$ cat src/verilog/e1_event_regs.svh
`ifndef E1_EVENT_REGS_SVH
`define E1_EVENT_REGS_SVH

// ----------------------------------------
// register indexes (byte address = 4 x index)
// ----------------------------------------
`define IDX_ALM_STATUS 8'hB9
`define IDX_ALM_ENABLE 8'hBA
`define IDX_ALM_FLAGS 8'hBB
`define IDX_CRITERIA 8'hBC
`define IDX_SNAP_CTRL 8'hC2
`define IDX_OVF_EN_A 8'hC3
`define IDX_OVF_EN_B 8'hC4
`define IDX_OVF_FLAGS_A 8'hC5
`define IDX_OVF_FLAGS_B 8'hC6
`define CHAN_SHIFT 8
`define ADDR_W 13
`define NUM_CHAN 8

// ----------------------------------------
// field positions and widths
// ----------------------------------------
`define ALM_W 6
`define OVF_A_W 8
`define OVF_W 9
`define OVF_B_BIT 8
`define SEQ_ERR_BIT 4
`define CRIT_AIS_BIT 1
`define CRIT_RAI_BIT 0
`define SNAP_MAN_BIT 1
`define SNAP_AUTO_BIT 0

// ----------------------------------------
// timing and detector counts
// ----------------------------------------
`define CLK_PERIOD_NS 5
`define RED_TIME_MS 100
`define SNAP_PERIOD_MS 1000
`define NS_PER_MS 1000000
`define SLOT16_RUN 16
`define RAI_RUN 4

// ----------------------------------------
// bus answers
// ----------------------------------------
`define RESP_OKAY 2'h0
`define RESP_SLVERR 2'h2

`endif

$ cat src/verilog/e1_event_pkg.sv
`default_nettype none
package e1_event_pkg;
  // one channel's alarm status or change flags, b5..b0
  typedef logic [5:0] alarm_vec_t;
  // overflow flags, b8 is the line code counter
  typedef logic [8:0] ovf_vec_t;
  // register byte as seen on the bus
  typedef logic [7:0] reg_byte_t;
endpackage
`default_nettype wire

$ cat src/verilog/snap_if.sv
`timescale 1ns/100ps
`default_nettype none
// control bits in, snapshot strobes out, per channel
interface snap_if #(parameter int NCH = 8);
  logic [NCH-1:0] manual_bit; // software manual trigger bit
  logic [NCH-1:0] auto_bit;   // software automatic enable bit
  logic [NCH-1:0] pulse;      // one-cycle snapshot strobe
  modport ctrl (output manual_bit, output auto_bit, input pulse);
  modport timer (input manual_bit, input auto_bit, output pulse);
endinterface
`default_nettype wire

$ cat src/verilog/alarm_detect.sv
`timescale 1ns/100ps
`default_nettype none
`include "e1_event_regs.svh"
module alarm_detect #(
  parameter int unsigned RED_CYCLES =
    `RED_TIME_MS * `NS_PER_MS / `CLK_PERIOD_NS
) (
  input wire logic clk,
  input wire logic srst,
  input wire logic ais_crit,      // 0 single window, 1 two windows
  input wire logic rai_crit,      // 0 four ones, 1 single one
  input wire logic sync_lost,     // basic frame sync lost, level
  input wire logic win_stb,       // 512-bit window complete
  input wire logic win_few_zeros, // window held fewer than 3 zeros
  input wire logic a_bit_stb,     // new A bit received
  input wire logic a_bit_val,
  input wire logic slot16_stb,    // new timeslot-16 octet
  input wire logic slot16_zero,   // that octet was all zero
  output logic ais_state,
  output logic rai_state,
  output logic red_state,
  output logic slot16_loss_state
);
  localparam int RW = $clog2(RED_CYCLES + 1);

  generate
    if (RED_CYCLES < 1) begin : g_bad
      $error("red persistence too short");
    end
  endgenerate

  logic prev_few_reg;     // last window result
  logic [2:0] rai_cnt_reg; // run of A bits at one
  logic [RW-1:0] red_cnt_reg;
  logic [4:0] los_cnt_reg;

  // ais: window results, optionally two in a row
  always_ff @(posedge clk) begin
    if (srst) begin
      ais_state <= 1'b0;
      prev_few_reg <= 1'b0;
    end else if (win_stb) begin
      prev_few_reg <= win_few_zeros;
      if (!ais_crit) begin
        if (win_few_zeros && sync_lost) ais_state <= 1'b1;
        else if (!win_few_zeros) ais_state <= 1'b0;
      end else if (win_few_zeros == prev_few_reg) begin
        ais_state <= win_few_zeros;
      end
    end
  end

  // remote alarm: run of ones declares, any zero clears
  always_ff @(posedge clk) begin
    if (srst) begin
      rai_state <= 1'b0;
      rai_cnt_reg <= '0;
    end else if (a_bit_stb) begin
      if (!a_bit_val) begin
        rai_state <= 1'b0;
        rai_cnt_reg <= '0;
      end else begin
        if (rai_cnt_reg != 3'(`RAI_RUN)) rai_cnt_reg <= rai_cnt_reg + 3'd1;
        if (rai_crit || rai_cnt_reg == 3'(`RAI_RUN - 1))
          rai_state <= 1'b1;
      end
    end
  end

  // red: sync condition must disagree for the whole period
  always_ff @(posedge clk) begin
    if (srst) begin
      red_state <= 1'b0;
      red_cnt_reg <= '0;
    end else if (sync_lost == red_state) begin
      red_cnt_reg <= '0;
    end else if (red_cnt_reg == RW'(RED_CYCLES - 1)) begin
      red_state <= sync_lost;
      red_cnt_reg <= '0;
    end else begin
      red_cnt_reg <= red_cnt_reg + RW'(1);
    end
  end

  // slot16 loss: a run of octets that disagree flips the state
  always_ff @(posedge clk) begin
    if (srst) begin
      slot16_loss_state <= 1'b0;
      los_cnt_reg <= '0;
    end else if (slot16_stb) begin
      if (slot16_zero == slot16_loss_state) begin
        los_cnt_reg <= '0;
      end else if (los_cnt_reg == 5'(`SLOT16_RUN - 1)) begin
        slot16_loss_state <= slot16_zero;
        los_cnt_reg <= '0;
      end else begin
        los_cnt_reg <= los_cnt_reg + 5'd1;
      end
    end
  end
endmodule
`default_nettype wire

$ cat src/verilog/e1_alarm_perf_monitor_event_logic.sv
// Decided for this implementation: the AXI4-Lite slave port.
`timescale 1ns/100ps
`default_nettype none
`include "e1_event_regs.svh"
module e1_alarm_perf_monitor_event_logic #(
  parameter int NCH = `NUM_CHAN,
  parameter int unsigned RED_CYCLES =
    `RED_TIME_MS * `NS_PER_MS / `CLK_PERIOD_NS,
  parameter int unsigned SEC_CYCLES =
    `SNAP_PERIOD_MS * `NS_PER_MS / `CLK_PERIOD_NS
) (
  input wire logic clk,
  input wire logic srst,
  // axi4-lite slave
  input wire logic [`ADDR_W-1:0] s_axi_awaddr,
  input wire logic s_axi_awvalid,
  output logic s_axi_awready,
  input wire logic [31:0] s_axi_wdata,
  input wire logic [3:0] s_axi_wstrb,
  input wire logic s_axi_wvalid,
  output logic s_axi_wready,
  output logic [1:0] s_axi_bresp,
  output logic s_axi_bvalid,
  input wire logic s_axi_bready,
  input wire logic [`ADDR_W-1:0] s_axi_araddr,
  input wire logic s_axi_arvalid,
  output logic s_axi_arready,
  output logic [31:0] s_axi_rdata,
  output logic [1:0] s_axi_rresp,
  output logic s_axi_rvalid,
  input wire logic s_axi_rready,
  // receive-side events, one bit per channel
  input wire logic [NCH-1:0] sync_lost,
  input wire logic [NCH-1:0] win_stb,
  input wire logic [NCH-1:0] win_few_zeros,
  input wire logic [NCH-1:0] a_bit_stb,
  input wire logic [NCH-1:0] a_bit_val,
  input wire logic [NCH-1:0] slot16_stb,
  input wire logic [NCH-1:0] slot16_zero,
  input wire logic [NCH-1:0] slot16_ais_state,
  input wire logic [NCH-1:0] mf_remote_alarm_state,
  // counter wrap pulses, 9 per channel, channel n at [9n+8:9n]
  input wire logic [NCH*`OVF_W-1:0] ovf_wrap,
  // outputs
  output logic [NCH-1:0] counter_snapshot_pulse,
  output logic int_n
);

  // ----------------------------------------
  // parameter checks
  // ----------------------------------------
  generate
    if (NCH < 1 || NCH > `NUM_CHAN) begin : g_bad_nch
      $error("channel count must be 1 to 8");
    end
  endgenerate

  // ----------------------------------------
  // per-channel register storage
  // ----------------------------------------
  e1_event_pkg::alarm_vec_t alm_flag_reg [NCH]; // change flags
  e1_event_pkg::alarm_vec_t alm_en_reg [NCH];   // change enables
  e1_event_pkg::alarm_vec_t alm_prev_reg [NCH]; // last status
  e1_event_pkg::alarm_vec_t alm_stat [NCH];     // live status
  e1_event_pkg::ovf_vec_t ovf_flag_reg [NCH];   // b8 = line code
  e1_event_pkg::ovf_vec_t ovf_en_reg [NCH];     // b8 = enable b
  logic [1:0] crit_reg [NCH];  // ais and remote criteria
  logic [1:0] snap_reg [NCH];  // manual and auto control
  logic [NCH-1:0] ais_st;
  logic [NCH-1:0] rai_st;
  logic [NCH-1:0] red_st;
  logic [NCH-1:0] los_st;

  // ----------------------------------------
  // write channel
  // ----------------------------------------
  logic [`ADDR_W-1:0] aw_addr_reg; // held write address
  logic aw_hold_reg;               // address captured
  logic [7:0] w_data_reg;          // low byte only is backed
  logic w_lane0_reg;               // byte lane 0 enabled
  logic w_hold_reg;                // data captured
  logic wr_fire;                   // both halves present
  logic [2:0] wr_chan;
  logic [7:0] wr_idx;
  logic wr_hit;

  // a write is performed once both halves are in and the
  // previous response has drained
  assign wr_fire = aw_hold_reg && w_hold_reg && !s_axi_bvalid;
  assign wr_chan = aw_addr_reg[2+`CHAN_SHIFT +: 3];
  assign wr_idx = aw_addr_reg[2 +: 8];

  // address half: ready drops while held
  always_ff @(posedge clk) begin
    if (srst) begin
      aw_hold_reg <= 1'b0;
      s_axi_awready <= 1'b1;
      aw_addr_reg <= '0;
    end else if (s_axi_awvalid && s_axi_awready) begin
      aw_hold_reg <= 1'b1;
      s_axi_awready <= 1'b0;
      aw_addr_reg <= s_axi_awaddr;
    end else if (wr_fire) begin
      aw_hold_reg <= 1'b0;
      s_axi_awready <= 1'b1;
    end
  end

  // data half: independent of the address, either may come first
  always_ff @(posedge clk) begin
    if (srst) begin
      w_hold_reg <= 1'b0;
      s_axi_wready <= 1'b1;
      w_data_reg <= '0;
      w_lane0_reg <= 1'b0;
    end else if (s_axi_wvalid && s_axi_wready) begin
      w_hold_reg <= 1'b1;
      s_axi_wready <= 1'b0;
      w_data_reg <= s_axi_wdata[7:0];
      w_lane0_reg <= s_axi_wstrb[0];
    end else if (wr_fire) begin
      w_hold_reg <= 1'b0;
      s_axi_wready <= 1'b1;
    end
  end

  // decode of the held write address
  always_comb begin
    wr_hit = 1'b0;
    if (int'(wr_chan) < NCH) begin
      unique case (wr_idx)
        `IDX_ALM_STATUS, `IDX_ALM_ENABLE, `IDX_ALM_FLAGS,
        `IDX_CRITERIA, `IDX_SNAP_CTRL, `IDX_OVF_EN_A,
        `IDX_OVF_EN_B, `IDX_OVF_FLAGS_A, `IDX_OVF_FLAGS_B:
          wr_hit = 1'b1;
        default: wr_hit = 1'b0;
      endcase
    end
  end

  // response: unmapped addresses answer slverr and store nothing
  always_ff @(posedge clk) begin
    if (srst) begin
      s_axi_bvalid <= 1'b0;
      s_axi_bresp <= `RESP_OKAY;
    end else if (wr_fire) begin
      s_axi_bvalid <= 1'b1;
      s_axi_bresp <= wr_hit ? `RESP_OKAY : `RESP_SLVERR;
    end else if (s_axi_bready) begin
      s_axi_bvalid <= 1'b0;
    end
  end

  // ----------------------------------------
  // read channel
  // ----------------------------------------
  logic [2:0] rd_chan;
  logic [7:0] rd_idx;
  logic [7:0] rd_byte;
  logic rd_hit;

  assign rd_chan = s_axi_araddr[2+`CHAN_SHIFT +: 3];
  assign rd_idx = s_axi_araddr[2 +: 8];

  // read mux; unbacked bits come back as zero
  always_comb begin
    rd_byte = '0;
    rd_hit = 1'b0;
    if (int'(rd_chan) < NCH) begin
      rd_hit = 1'b1;
      unique case (rd_idx)
        `IDX_ALM_STATUS: rd_byte = {2'b00, alm_stat[rd_chan]};
        `IDX_ALM_ENABLE: rd_byte = {2'b00, alm_en_reg[rd_chan]};
        `IDX_ALM_FLAGS: rd_byte = {2'b00, alm_flag_reg[rd_chan]};
        `IDX_CRITERIA: rd_byte = {6'b0, crit_reg[rd_chan]};
        `IDX_SNAP_CTRL: rd_byte = {6'b0, snap_reg[rd_chan]};
        `IDX_OVF_EN_A: rd_byte = ovf_en_reg[rd_chan][7:0];
        `IDX_OVF_EN_B:
          rd_byte = {7'b0, ovf_en_reg[rd_chan][`OVF_B_BIT]};
        `IDX_OVF_FLAGS_A: rd_byte = ovf_flag_reg[rd_chan][7:0];
        `IDX_OVF_FLAGS_B:
          rd_byte = {7'b0, ovf_flag_reg[rd_chan][`OVF_B_BIT]};
        default: rd_hit = 1'b0;
      endcase
    end
  end

  // one read in flight; data is registered at the address edge
  always_ff @(posedge clk) begin
    if (srst) begin
      s_axi_arready <= 1'b1;
      s_axi_rvalid <= 1'b0;
      s_axi_rdata <= '0;
      s_axi_rresp <= `RESP_OKAY;
    end else if (s_axi_arvalid && s_axi_arready) begin
      s_axi_arready <= 1'b0;
      s_axi_rvalid <= 1'b1;
      s_axi_rdata <= {24'b0, rd_byte};
      s_axi_rresp <= rd_hit ? `RESP_OKAY : `RESP_SLVERR;
    end else if (s_axi_rvalid && s_axi_rready) begin
      s_axi_rvalid <= 1'b0;
      s_axi_arready <= 1'b1;
    end
  end

  // ----------------------------------------
  // snapshot triggers
  // ----------------------------------------
  snap_if #(.NCH(NCH)) snap ();

  snapshot_timer #(.SEC_CYCLES(SEC_CYCLES)) u_snap (
    .clk(clk),
    .srst(srst),
    .sif(snap.timer)
  );

  assign counter_snapshot_pulse = snap.pulse;

  // ----------------------------------------
  // per-channel logic
  // ----------------------------------------
  genvar ch;
  generate
    for (ch = 0; ch < NCH; ch++) begin : g_ch
      logic wsel; // this channel addressed by the write
      logic [`ALM_W-1:0] alm_clr;
      logic [`OVF_W-1:0] ovf_clr;
      logic [`OVF_W-1:0] wrap;

      assign wsel = wr_fire && w_lane0_reg && (int'(wr_chan) == ch);
      assign wrap = ovf_wrap[ch*`OVF_W +: `OVF_W];
      // only ones written clear a flag
      assign alm_clr = (wsel && wr_idx == `IDX_ALM_FLAGS) ?
        w_data_reg[`ALM_W-1:0] : '0;
      assign ovf_clr = {
        (wsel && wr_idx == `IDX_OVF_FLAGS_B) & w_data_reg[0],
        (wsel && wr_idx == `IDX_OVF_FLAGS_A) ?
          w_data_reg : 8'h00};

      assign snap.manual_bit[ch] = snap_reg[ch][`SNAP_MAN_BIT];
      assign snap.auto_bit[ch] = snap_reg[ch][`SNAP_AUTO_BIT];

      alarm_detect #(.RED_CYCLES(RED_CYCLES)) u_det (
        .clk(clk),
        .srst(srst),
        .ais_crit(crit_reg[ch][`CRIT_AIS_BIT]),
        .rai_crit(crit_reg[ch][`CRIT_RAI_BIT]),
        .sync_lost(sync_lost[ch]),
        .win_stb(win_stb[ch]),
        .win_few_zeros(win_few_zeros[ch]),
        .a_bit_stb(a_bit_stb[ch]),
        .a_bit_val(a_bit_val[ch]),
        .slot16_stb(slot16_stb[ch]),
        .slot16_zero(slot16_zero[ch]),
        .ais_state(ais_st[ch]),
        .rai_state(rai_st[ch]),
        .red_state(red_st[ch]),
        .slot16_loss_state(los_st[ch])
      );

      // status in flag order: b5 loss, b4 ais16, b3 mf, b2..b0
      assign alm_stat[ch] = {los_st[ch], slot16_ais_state[ch],
        mf_remote_alarm_state[ch], ais_st[ch], rai_st[ch],
        red_st[ch]};

      // change flags: an edge in the same cycle as a clear wins
      always_ff @(posedge clk) begin
        if (srst) begin
          alm_prev_reg[ch] <= '0;
          alm_flag_reg[ch] <= '0;
        end else begin
          alm_prev_reg[ch] <= alm_stat[ch];
          alm_flag_reg[ch] <= (alm_flag_reg[ch] & ~alm_clr)
            | (alm_stat[ch] ^ alm_prev_reg[ch]);
        end
      end

      // overflow flags: wraps set, b4 is the sequence error count
      always_ff @(posedge clk) begin
        if (srst) begin
          ovf_flag_reg[ch] <= '0;
        end else begin
          ovf_flag_reg[ch] <= (ovf_flag_reg[ch] & ~ovf_clr)
            | wrap;
        end
      end

      // plain control registers; unbacked bits are dropped
      always_ff @(posedge clk) begin
        if (srst) begin
          alm_en_reg[ch] <= '0;
          ovf_en_reg[ch] <= '0;
          crit_reg[ch] <= '0;
          snap_reg[ch] <= '0;
        end else if (wsel) begin
          unique case (wr_idx)
            `IDX_ALM_ENABLE: alm_en_reg[ch] <= w_data_reg[5:0];
            `IDX_CRITERIA: crit_reg[ch] <= w_data_reg[1:0];
            `IDX_SNAP_CTRL: snap_reg[ch] <= w_data_reg[1:0];
            `IDX_OVF_EN_A: ovf_en_reg[ch][7:0] <= w_data_reg;
            `IDX_OVF_EN_B:
              ovf_en_reg[ch][`OVF_B_BIT] <= w_data_reg[0];
            default: ;
          endcase
        end
      end
    end
  endgenerate

  // ----------------------------------------
  // shared interrupt output
  // ----------------------------------------
  logic pend; // any enabled flag in any channel

  // registered, so the pin lags the flag by one cycle
  always_comb begin
    pend = 1'b0;
    for (int i = 0; i < NCH; i++) begin
      pend = pend | (|(alm_flag_reg[i] & alm_en_reg[i]))
        | (|(ovf_flag_reg[i][7:0] & ovf_en_reg[i][7:0]))
        | (ovf_flag_reg[i][`OVF_B_BIT]
           & ovf_en_reg[i][`OVF_B_BIT]);
    end
  end

  // active low pin straight from a flop, so it never glitches
  always_ff @(posedge clk) begin
    if (srst) begin
      int_n <= 1'b1;
    end else begin
      int_n <= !pend;
    end
  end
endmodule
`default_nettype wire

$ cat src/verilog/snapshot_timer.sv
`timescale 1ns/100ps
`default_nettype none
`include "e1_event_regs.svh"
module snapshot_timer #(
  parameter int unsigned SEC_CYCLES =
    `SNAP_PERIOD_MS * `NS_PER_MS / `CLK_PERIOD_NS
) (
  input wire logic clk,
  input wire logic srst,
  snap_if.timer sif
);
  localparam int CW = $clog2(SEC_CYCLES + 1);

  generate
    if (SEC_CYCLES < 2) begin : g_bad
      $error("snapshot period too short");
    end
  endgenerate

  // ----------------------------------------
  // shared one-second tick
  // ----------------------------------------
  logic [CW-1:0] sec_cnt_reg; // free running, one tick per wrap
  logic [$bits(sif.pulse)-1:0] man_prev_reg; // for edge detect
  logic tick;

  assign tick = (sec_cnt_reg == CW'(SEC_CYCLES - 1));

  // one counter serves every channel; all auto-enabled channels refresh together
  always_ff @(posedge clk) begin
    if (srst || tick) begin
      sec_cnt_reg <= '0;
    end else begin
      sec_cnt_reg <= sec_cnt_reg + CW'(1);
    end
  end

  // ----------------------------------------
  // strobes: manual rise or auto tick
  // ----------------------------------------
  always_ff @(posedge clk) begin
    if (srst) begin
      man_prev_reg <= '0;
      sif.pulse <= '0;
    end else begin
      man_prev_reg <= sif.manual_bit;
      sif.pulse <= (sif.manual_bit & ~man_prev_reg)
        | ({$bits(sif.pulse){tick}} & sif.auto_bit);
    end
  end
endmodule
`default_nettype wire
$ cat config.mk
export PLATFORM = sky130hd
export DESIGN_NAME = e1_alarm_perf_monitor_event_logic
export DESIGN_NICKNAME = d
export VERILOG_FILES = /design/src/verilog/e1_event_pkg.sv /design/src/verilog/snap_if.sv /design/src/verilog/alarm_detect.sv /design/src/verilog/e1_alarm_perf_monitor_event_logic.sv /design/src/verilog/snapshot_timer.sv
export VERILOG_INCLUDE_DIRS = /design/src /design/src/verilog
export SDC_FILE = /design/constraint.sdc
export NUM_CORES = 2
export LEC_CHECK = 0
export BUFFER_PORTS_ARGS = -buffer_cell sky130_fd_sc_hd__buf_4
export CORE_MARGIN = 3
export CORE_UTILIZATION = 40
export CTS_CLUSTER_DIAMETER = 200
export CTS_CLUSTER_SIZE = 14
export DETAILED_ROUTE_END_ITERATION = 8
export SLEW_MARGIN = 20
export SYNTH_ARGS = -nofsm -noshare
export SYNTH_HDL_FRONTEND = slang
export SYNTH_SLANG_ARGS = --single-unit
$ cat constraint.sdc
create_clock -name clk -period 4 [get_ports clk]
set_input_delay 1.2 -clock clk [delete_from_list [all_inputs] [get_ports clk]]
set_output_delay 1.2 -clock clk [all_outputs]
set_load 0.02 [all_outputs]
==> impl_metrics.toml <==
[clocking]
hold_buffers = 0
ctsResizeCount = 0
cts_tree = "yes"
cts_setup_buffers = 0
clk_pin_slew_worst_paths_ns = 0.08
htreeDepth = 2
cts-root-buf = "clkbuf_16"
clock_sinks = 706
clock_path_buffers = 3
clk_latency_ns = 0.64
cts_made_buffers = 56

[grt]
antenna_found_initial = 5
grt_overflow = 0
grt_usage = 0.226
grt_pass1_wl_mm = 149
grt_pass1_vias = 24200
grt_max_degree = 87

[synthesis]
syn_avg_cell_area_um2 = 9.48
synth_cell_types = 68
synth_edf_count = 152
ys_top_cells_by_area = "dfxtp_1 (34%), edfxtp_1 (14%), nor2_1 (6.0%)"
synth_seq_cells = 706
synthAdderAreaFrac = 0.0162
yosysTopAreaCell = "dfxtp_1"
synth_top_area_frac = 0.343
synth_top_family_by_area = "simple AND/OR/NAND/NOR gates"
yosys.area_share.xor_xnor = 0.0740
synthMuxAreaShare = 0.0758
syn_inst = 3409
yosysSeqAreaShare = 0.485
async_flop_share = 0
synth.most_common_cell = "dfxtp_1"
syn_area_mm2 = 0.0323
ys.flop_type = "dfxtp_1"
yosysWarningCount = 0
synth_compound_area_frac = 0.0874
synth_commonest_cells = "dfxtp_1 (554), nor2_1 (517), nand2_1 (236)"
synthSimpleGateAreaFrac = 0.215

[sta]
period_minus_slack_ns = 2.96
fin_crit_sh = 0.739
timing.fmax_mhz = 338
clock_skew_ns = 0.0303
finalSetupViolations = 0
tns_ns = 0
slew_headroom = 0.258
hold_viol = 0
rsz0062_at_grt = "false"
hold_ws_ns = 0.447
slew_violations = 0
worstMarginPinSlew_ns = 1.10

[finish]
largest_reg_flops = 200
nNetsFinal = 3811
area_growth_pct = 12.5
fillers = 7636
drive_above_1_share = 0.123

[floorplanning]
initial_core_util = 0.406
fp.dieH_um = 290
die_area_mm2 = 0.0842
io_pins = 263
fp.dieW_um = 290
core_mm2 = 0.0795
std_cell_rows = 103

[route]
totalWireLength_mm = 98.3
drc = 0
drtAntennaViolNets = 0
drtIter0Drc = 2433
via_count = 25700
wire_per_inst_um = 21.2
firstDrtPassIters = 6
via_per_inst = 5.56

[pwr]
ir_worst_vdd_uv = 289
p_leak_nw = 12.7
powerDensity_mw_per_mm2 = 384

[run_status]
status = "completed"

[place]
gp_congestion = 1.02
io_buffers = 205
hpwl_mm = 71.6

[setup_path]
cp-start-kind = "register"
cpMaxStageDelayCell = "o21ai_0"
required_ns = 4.34
crit_type = "reg -> reg"
end_kind = "register"
cp_max_fo = 13
crit_chain = "or3_4 -> or2_4 -> or3_2 -> o21ai_0 -> buf_4"
critPathArrivalTime_ns = 3.29
slowest_delay_ns = 0.75

[run]
max_cap_violations = 0

[min_path]
hold_path_class = "reg -> reg"
==> critical path, delay by kind of cell, from the launching register on <==
kind	cells	cell delay [ns]
AOI/OAI and AO/OA	1	0.75
buffers and inverters	1	0.30
DFF	1	0.32
and+or+nand+nor	3	1.30
==> path summary, 6_finish.rpt <==
check                                    start                            to  slack (ns)  cells past startpoint
setup / recovery                aw_addr_reg[5]              ovf_en_reg[1][0]        1.04                      5
hold / removal    g_ch[3].u_det.red_cnt_reg[0]  g_ch[3].u_det.red_cnt_reg[0]        0.45                      1
setup reg to reg                aw_addr_reg[5]              ovf_en_reg[1][0]        1.04                      5
hold reg to reg   g_ch[3].u_det.red_cnt_reg[0]  g_ch[3].u_det.red_cnt_reg[0]        0.45                      1
==> layer usage <==
metal,share of wire,global-route usage,vias to the layer above
met5,0.00035,0,-
met4,0.033,0.0716,4
met3,0.084,0.0411,194
met2,0.46,0.362,1024
met1,0.42,0.311,12300
li1,-,-,12200
==> through the flow <==
stage / setup slack, ns / instances / total power [W] / util / area [um2]
CTS: 1.15 / 4630 / 0.0141 / 0.457 / 36300
floorplan: 1.16 / 3434 / 0.00842 / - / 32400
global route: 0.938 / 4630 / 0.0145 / 0.457 / 36300
global placement: 0.557 / 4549 / 0.00893 / 0.438 / 34800
detailed placement: 0.571 / 4549 / 0.00895 / 0.438 / 34800
finish: 1.04 / 4632 / 0.0140 / 0.457 / 36300
==> power breakdown <==
part / internal, W / switching, W
Clock: 0.00256 / 0.00259
Combinational: 0.000475 / 0.000606
Sequential: 0.00747 / 0.000260
==> cells in the final DEF (no fill, tap or decap), types with 8 or more instances in the layout <==
cell	synthesis	final
conb_1	1	26
nand3_1	176	176
mux4_2	79	79
mux2i_1	59	59
nor4_1	88	84
o21ai_0	146	145
a21oi_1	206	206
a221oi_1	27	27
a22oi_1	40	40
xor2_1	83	83
nor2_1	517	517
nand4b_1	10	10
and3_1	48	48
inv_1	126	126
nor4_2	4	8
and2_1	23	23
a22o_1	25	25
xnor2_1	190	190
clkbuf_16	0	56
ha_1	41	41
dfxtp_1	554	554
and4_1	13	13
nand2_1	236	236
nand4_1	61	61
or3_1	19	18
nand2b_1	19	19
nor3_1	94	94
buf_4	39	267
o22ai_1	12	12
nor3b_1	14	14
edfxtp_1	152	152
nor2b_1	62	62
nor4b_1	17	17
clkbuf_1	113	22
==> logic make-up after synthesis <==
kind of cell | after synthesis
fa+ha+maj | 42
xor+xnor | 273
other cells | 1
flops | 706
simple gates | 1424
mux | 145
buf+inv | 335
compound gates | 483
==> area by class of cell <==
cell class | count | area [um2] | share of cell area
Sequential cell | 706 | 15700 | 0.431
Tap cell | 1050 | 1310 | 0.0361
Clock buffer | 78 | 1480 | 0.0408
Antenna cell | 2 | 5.00 | 0.000138
Inverter | 126 | 473 | 0.0130
Clock inverter | 3 | 33.8 | 0.000929
Timing Repair Buffer | 274 | 2140 | 0.0589
Multi-Input combinational cell | 2393 | 15200 | 0.419
No activity file was read; power rests on OpenSTA's default activity.
